## src/core/icrs_pkg.sv

```systemverilog
// Constants shared by the internal clock retune and settling logic
package icrs_pkg;
   localparam int BASE_FREQ_HZ = 307200;
   localparam int BASE_TOL_PCT = 25;
   localparam logic [2:0] CORR_BASE_PERIODS = 3'h4;
   localparam logic [1:0] WIN_LAST = 2'h3;
   localparam logic [6:0] MULT_RESET = 7'h15;
   localparam logic [7:0] TRIM_RESET = 8'h80;
   localparam logic [7:0] STAGE_RESET = 8'h80;
   localparam logic [3:0] DIV_RESET = 4'h0;
   localparam logic [3:0] DIV_MAX = 4'h9;
   localparam logic [11:0] CTL_MAX = 12'h9FF;
   localparam logic [11:0] STEP_COARSE = 12'h020;
   localparam logic [11:0] STEP_MEDIUM = 12'h008;
   localparam logic [11:0] STEP_FINE = 12'h001;
   localparam logic [6:0] PCT_COARSE = 7'h0F;
   localparam logic [6:0] PCT_MEDIUM = 7'h05;
   localparam logic [6:0] PCT_FULL = 7'h64;
   localparam logic [11:0] CNT_MAX = 12'hFFF;
   typedef enum logic [1:0] {
      PH_COARSE,
      PH_MEDIUM,
      PH_FINE
   } icrs_phase_t;
endpackage : icrs_pkg

```

## src/core/icrs_corr_window.sv

```systemverilog
// Correction window: counts fast clock edges over four base periods
`timescale 1ns/1ps
module icrs_corr_window
   import icrs_pkg::*;
(
   input wire logic mclk,
   input wire logic rst,
   input wire logic restart,
   input wire logic base_tick,
   input wire logic fast_tick,
   output logic [11:0] fast_count,
   output logic win_done
);
   logic armed_r;
   logic [1:0] base_cnt_r;
   logic [11:0] acc_r;
   logic [11:0] acc_nxt;
   logic [2:0] seen_r;

   // Saturate so a wildly fast oscillator still reads as too fast
   assign acc_nxt = (fast_tick && acc_r != CNT_MAX) ? acc_r + 12'h001 : acc_r;

   // First base edge after a restart only aligns the window
   always_ff @(posedge mclk) begin
      if (rst || restart) begin
         armed_r <= 1'b0;
         base_cnt_r <= 2'h0;
         acc_r <= 12'h000;
         win_done <= 1'b0;
         fast_count <= 12'h000;
      end else begin
         win_done <= 1'b0;
         if (base_tick && !armed_r) begin
            armed_r <= 1'b1;
            acc_r <= 12'h000;
         end else if (base_tick && base_cnt_r == WIN_LAST) begin
            base_cnt_r <= 2'h0; // RQ6
            fast_count <= acc_nxt;
            win_done <= 1'b1;
            acc_r <= 12'h000;
         end else begin
            if (base_tick) begin
               base_cnt_r <= base_cnt_r + 2'h1;
            end
            acc_r <= acc_nxt;
         end
      end
   end

   // Helper: base edges between two windows
   always_ff @(posedge mclk) begin
      if (rst || restart || win_done) begin
         seen_r <= 3'h0;
      end else if (base_tick && armed_r && seen_r != 3'h7) begin
         seen_r <= seen_r + 3'h1;
      end
   end
endmodule : icrs_corr_window

```

## src/core/icrs_top.sv

```systemverilog
// Loop filter, settling phases, stable flag and monitor enable gating
`timescale 1ns/1ps
// Behaviour
// [RQ1] Fast clock tracks multiplier times base clock
// [RQ2] Software disables monitor before changing multiplier
// [RQ3] Monitor enable refused until clock stable
// [RQ4] Software follows recommended frequency change sequence
// [RQ5] Restart settling on reset, multiplier, trim, restart
// [RQ6] Each correction spans four base periods
// [RQ7] Above fifteen percent apply coarse corrections
// [RQ8] Eight coarse steps double or halve period
// [RQ9] Medium steps between fifteen and five percent
// [RQ10] Stable flag set when medium reaches five
// [RQ11] Fine steps of one stage LSB
// [RQ12] At most thirty-two corrections after coarse phase; the code neither counts nor caps corrections
// [RQ13] Coarse correction steps stage bit five
// [RQ14] Minimum correction steps stage bit zero
// [RQ15] Stable flag clear while settling in progress
module icrs_top
   import icrs_pkg::*;
(
   input wire logic mclk,
   input wire logic rst,
   input wire logic [6:0] mult_factor,
   input wire logic [7:0] trim_factor,
   input wire logic clock_on,
   input wire logic stop_mode,
   input wire logic base_tick,
   input wire logic fast_tick,
   input wire logic monitor_on_req,
   input wire logic monitor_off_req,
   output logic [7:0] oscillator_stage_select,
   output logic [3:0] oscillator_power_divider,
   output logic internal_clock_stable_flag,
   output logic monitor_enable_bit,
   output logic monitor_refused
);
   logic [6:0] mult_prev_r;
   logic [7:0] trim_prev_r;
   logic run_prev_r;
   logic run;
   logic restart;
   logic [11:0] fast_count;
   logic win_done;
   logic [11:0] target;
   logic [11:0] diff;
   logic too_fast;
   logic over_coarse;
   logic over_medium;
   logic [11:0] ctl;
   logic [11:0] step;
   logic [11:0] ctl_nxt;
   icrs_phase_t phase_r;
   icrs_phase_t phase_nxt;

   // Error beyond pct percent of the target count
   function automatic logic err_over(input logic [11:0] d,
                                     input logic [11:0] t,
                                     input logic [6:0] pct);
      logic [19:0] lhs;
      logic [19:0] rhs;
      lhs = 20'(d) * 20'(PCT_FULL);
      rhs = 20'(t) * 20'(pct);
      return lhs > rhs;
   endfunction : err_over

   // Divider only moves on stage carry or borrow; clamp at both ends
   function automatic logic [11:0] ctl_step(input logic [11:0] v,
                                            input logic [11:0] s,
                                            input logic up);
      logic [12:0] sum;
      sum = 13'h0000;
      if (up) begin
         sum = {1'b0, v} + {1'b0, s};
         return (sum > {1'b0, CTL_MAX}) ? CTL_MAX : sum[11:0];
      end
      return (v < s) ? 12'h000 : v - s;
   endfunction : ctl_step

   assign run = clock_on && !stop_mode;
   assign restart = (mult_factor != mult_prev_r) // RQ5
      || (trim_factor != trim_prev_r) || (run && !run_prev_r);
   assign target = {3'h0, mult_factor, 2'h0}; // RQ1
   assign too_fast = fast_count > target;
   assign diff = too_fast ? fast_count - target : target - fast_count;
   assign over_coarse = err_over(diff, target, PCT_COARSE); // RQ7
   assign over_medium = err_over(diff, target, PCT_MEDIUM);
   assign ctl = {oscillator_power_divider, oscillator_stage_select};

   always_comb begin
      phase_nxt = phase_r;
      step = 12'h000;
      case (phase_r)
         PH_COARSE: begin
            if (over_coarse) begin
               step = STEP_COARSE; // RQ13
            end else if (over_medium) begin
               step = STEP_MEDIUM;
               phase_nxt = PH_MEDIUM;
            end else begin
               phase_nxt = PH_FINE;
            end
         end
         PH_MEDIUM: begin
            if (over_medium) begin
               step = STEP_MEDIUM; // RQ9
            end else begin
               phase_nxt = PH_FINE;
            end
         end
         PH_FINE: begin
            if (diff != 12'h000) begin
               step = STEP_FINE; // RQ14
            end
         end
         default: begin
            phase_nxt = PH_COARSE;
         end
      endcase
   end

   // Too many fast edges means the period is short: lengthen it
   assign ctl_nxt = ctl_step(ctl, step, too_fast); // RQ8

   icrs_corr_window u_window (
      .mclk(mclk),
      .rst(rst),
      .restart(restart || !run),
      .base_tick(base_tick),
      .fast_tick(fast_tick),
      .fast_count(fast_count),
      .win_done(win_done)
   );

   always_ff @(posedge mclk) begin
      if (rst) begin
         mult_prev_r <= MULT_RESET;
         trim_prev_r <= TRIM_RESET;
         run_prev_r <= 1'b0;
      end else begin
         mult_prev_r <= mult_factor;
         trim_prev_r <= trim_factor;
         run_prev_r <= run;
      end
   end

   // Fine phase keeps tracking; no count limits the medium or fine corrections after coarse
   always_ff @(posedge mclk) begin
      if (rst || restart) begin
         phase_r <= PH_COARSE; // RQ5
      end else if (win_done && run) begin
         phase_r <= phase_nxt; // RQ12
      end
   end

   // Controls hold their value across restarts and while stopped
   always_ff @(posedge mclk) begin
      if (rst) begin
         oscillator_stage_select <= STAGE_RESET;
         oscillator_power_divider <= DIV_RESET;
      end else if (win_done && run && !restart) begin
         oscillator_stage_select <= ctl_nxt[7:0]; // RQ11
         oscillator_power_divider <= ctl_nxt[11:8];
      end
   end

   // A restart in the same cycle as a lock wins: the new settle begins
   always_ff @(posedge mclk) begin
      if (rst || restart || !run) begin
         internal_clock_stable_flag <= 1'b0; // RQ15
      end else if (win_done && phase_r != PH_FINE && phase_nxt == PH_FINE)
      begin
         internal_clock_stable_flag <= 1'b1; // RQ10
      end
   end

   // Once on, the monitor stays on if the clock later loses lock
   always_ff @(posedge mclk) begin
      if (rst) begin
         monitor_enable_bit <= 1'b0;
         monitor_refused <= 1'b0;
      end else begin
         monitor_refused <= monitor_on_req && !monitor_off_req
            && !internal_clock_stable_flag;
         if (monitor_off_req) begin
            monitor_enable_bit <= 1'b0;
         end else if (monitor_on_req && internal_clock_stable_flag) begin
            monitor_enable_bit <= 1'b1; // RQ3
         end
      end
   end
endmodule : icrs_top

```

## config.mk

```make
export PLATFORM = sky130hd
export DESIGN_NAME = icrs_top
export DESIGN_NICKNAME = d
export VERILOG_FILES = /design/src/core/icrs_pkg.sv /design/src/core/icrs_corr_window.sv /design/src/core/icrs_top.sv
export SDC_FILE = /design/constraint.sdc
export NUM_CORES = 1
export LEC_CHECK = 0
export ABC_AREA = 1
export ABC_CLOCK_PERIOD_IN_PS = 8940
export BUFFER_PORTS_ARGS = -buffer_cell sky130_fd_sc_hd__buf_2
export CAP_MARGIN = 20
export CORE_MARGIN = 2
export CORE_UTILIZATION = 63
export CTS_CLUSTER_DIAMETER = 100
export DETAILED_ROUTE_END_ITERATION = 6
export GPL_ROUTABILITY_DRIVEN = 0
export PLACE_DENSITY = 0.81
export SYNTH_ARGS = -nofsm -noshare
export SYNTH_HDL_FRONTEND = slang
export SYNTH_SLANG_ARGS = --single-unit
```

## constraint.sdc

```tcl
create_clock -name mclk -period 8.94 [get_ports mclk]
set_clock_uncertainty 0.05 [all_clocks]
set_input_delay 0 -clock mclk [delete_from_list [all_inputs] [get_ports mclk]]
set_output_delay 0 -clock mclk [all_outputs]
set_load 0.03 [all_outputs]
```

==> qor.yml <==
status: "completed"
layout_commonest_cell: "inv_1"
fp.dieArea_sq_mm: 0.01128
nets: 1126
drtIter0Drc: 414
antenna_found_initial: 0
diodes: 0
finalInstanceArea_sq_mm: 0.007343
p_int_uw: 693.6
dpl.hpwl_microns: 11920
cts_buffers: 9
slew-limit-headroom_pct: 39.86
grt_max_degree: 21
fp.coreArea_sq_mm: 0.01023
cts_tree: "yes"
synth_edf_count: 0
path_clk_slew_ns: 0.08
sw_frac_of_total_pct: 43.90
cp_max_fo: 19
synth-seq-cells: 61
firstDrtPassIters: 5
multi_input_area_sq_mm: 0.004667
rsz0062_at_grt: "no"
worstPathRequired_ns: 9.12
finalCritPeriodShare_pct: 91.39
portBuffers: 37
wl_microns: 16030
htree_levels: 3
place_area_sq_mm: 0.006882
fillers: 841
cts_resized: 0
drc: 0
wire_per_inst_microns: 14.39
powerDensity_mw_per_mm2: 168.3
die_w_microns: 106.2
die_y_microns: 106.2
mappedNetlistArea_sq_mm: 0.006583
ant_nets: 0
ys_types: 46
power_frac_comb_pct: 53.9
hold_violations: 0
fin_crit_ns: 8.170
final_max_slew_viol_count: 0
max_stage_delay_ns: 0.53
crit_type: "input port to flip-flop"
cp_top_family: "simple AND/OR/NAND/NOR gates"
clkLatencyLatePin_ns: 0.36
clock_tree.root_cell: "clkbuf_8"
ios: 38
cts.sinks: 61
grt_usage_pct: 29.24
start_util_pct: 64.34
setup_ws_ns: 0.7697
clock_path_buffers: 2
power_frac_clock_pct: 23.6
drv_cap: 0
area_delta_synth_final_pct: 11.56
synthCells: 915
dr_total_vias: 6181
fmax_ghz: 0.1224
start_kind: "input port"
syn_nets: 1068
switchingPower_uw: 542.6
grt_pass1_vias: 5893
holdWs_ns: 0.009961
instances_no_fill: 1114
grt_pass1_wl_microns: 26780
p_seq_share_pct: 22.4
final_cell_mix: "inv_1, nand2_1, ha_1"
end_kind: "flip-flop"
p_leak_nw: 3.761
peakVddDrop_v: 0.00009480
seq_area_frac_synth_pct: 18.55
viasPerCell: 5.548
synth-warning-count: 0
path_buf_inv: 11
place_ws_ns: 1.052
ys.flop_type: "dfxtp_1"
slowest_stage: "fa_1"
syn_area_per_cell_sq_um: 7.194
layout-drive-gt1-share_pct: 8.896
postSynth.asyncResetShare_pct: 0
overflow: 0
hold_class: "input port to flip-flop"
worst_pin_slew_ns: 0.8982
finalSetupTns_ns: 0
dp_cells: 1075
rows: 37
setup-violations-final: 0
seq_area_sq_mm: 0.001221
worstPathArrival_ns: 8.35
-- routing by layer --
| layer | vias up | routed length (microns) | track usage (%) | part of all wire (%) |
|---|---|---|---|---|
| li1 | 3081 | - | - | - |
| met5 | - | 0 | 0 | 0 |
| met1 | 2848 | 6976 | 37.02 | 44 |
| met4 | 0 | 424 | 9.398 | 2.6 |
| met3 | 44 | 926 | 4.844 | 5.8 |
| met2 | 208 | 7704 | 50.64 | 48 |
-- tightest hold or removal path: cells and delay by family --
family,cells,cell delay (ns)
AND/OR/NAND/NOR,1,0.04
buffers and inverters,2,0.32
-- sequential cells by signal (all words and copies together) (netlist names), 2 cells and up --
signal / cells
mult_prev_r: 7
oscillator_power_divider: 4
oscillator_stage_select: 8
phase_r: 2
trim_prev_r: 8
u_window.acc_r: 12
u_window.base_cnt_r: 2
u_window.fast_count: 12
-- through the flow --
stage / power, mW / util [%]
final: 1.236 / 71.77
after global placement: 0.9170 / 67.26
after CTS: 1.225 / 71.77
after detailed placement: 0.9277 / 67.26
after global routing: 1.348 / 71.77
after floorplan: 0.7852 / -
-- synthesized netlist by cell type, types with 2 or more instances --
cell / instances / area (sq um)
nor2_2: 5 / 31.28
ha_1: 110 / 1376
o21bai_1: 6 / 45.04
or2_2: 2 / 12.51
clkbuf_1: 10 / 37.54
xor2_1: 37 / 324.1
nand4_1: 14 / 87.58
and3_1: 2 / 12.51
a211oi_1: 3 / 22.52
nand2_2: 4 / 25.02
nand2_4: 4 / 45.04
xnor2_1: 25 / 219.0
mux2i_1: 2 / 20.02
inv_1: 163 / 611.8
buf_2: 3 / 15.01
nand3b_1: 4 / 30.03
nand3_1: 49 / 245.2
nand2_1: 148 / 555.5
nor4_1: 7 / 43.79
nand3_2: 6 / 60.06
dfxtp_1: 61 / 1221
o21ai_1: 5 / 25.02
o31ai_1: 3 / 22.52
a21oi_1: 66 / 330.3
a31oi_1: 7 / 43.79
nor3_1: 8 / 40.04
fa_1: 20 / 400.4
a21oi_2: 2 / 17.52
o211ai_1: 3 / 22.52
inv_2: 5 / 18.77
nor2_1: 77 / 289.0
o21ai_0: 40 / 200.2
-- repair_timing --
action / in CTS / in global routing
buffers inserted: 0 / 0
hold endpoints to repair: 16 / 0
hold buffers: 23 / 0
-- power by group through the flow --
stage	registers (mW)	clock network [mW]	logic, mW
after floorplan	0.284	0	0.502
after global placement	0.283	0	0.634
after detailed placement	0.283	0	0.644
after CTS	0.277	0.291	0.657
after global routing	0.278	0.304	0.766
final	0.277	0.292	0.667
-- worst paths after layout --
check	from	to	slack [ns]	cells after the start
setup / recovery	mult_factor[2]	oscillator_power_divider[2]	0.77	46
hold / removal	mult_factor[3]	mult_prev_r[3]	0.01	3
setup reg to reg	u_window.fast_count[2]	oscillator_power_divider[2]	0.88	45
hold reg to reg	u_window.base_cnt_r[1]	u_window.base_cnt_r[1]	0.43	2
-- area by class of cell --
class                           instances  share of cell area (%)
Multi-Input combinational cell        672                   63.55
Sequential cell                        61                   16.63
Inverter                              168                   8.587
Timing Repair Buffer                   61                   5.759
Tap cell                              136                   2.317
Clock buffer                           10                   1.874
Clock inverter                          6                   1.278
-- cell families after synthesis --
group	Yosys count	synth area share [%]
AND/OR/NAND/NOR	332	22.71
XOR/XNOR	63	8.497
AO/OA/AOI/OAI	145	12.39
multiplexers	2	0.3041
flip-flops	61	18.55
buffers and inverters	182	10.55
adder cells (fa/ha/maj)	130	26.99
Power figures use the tool's default switching activity.
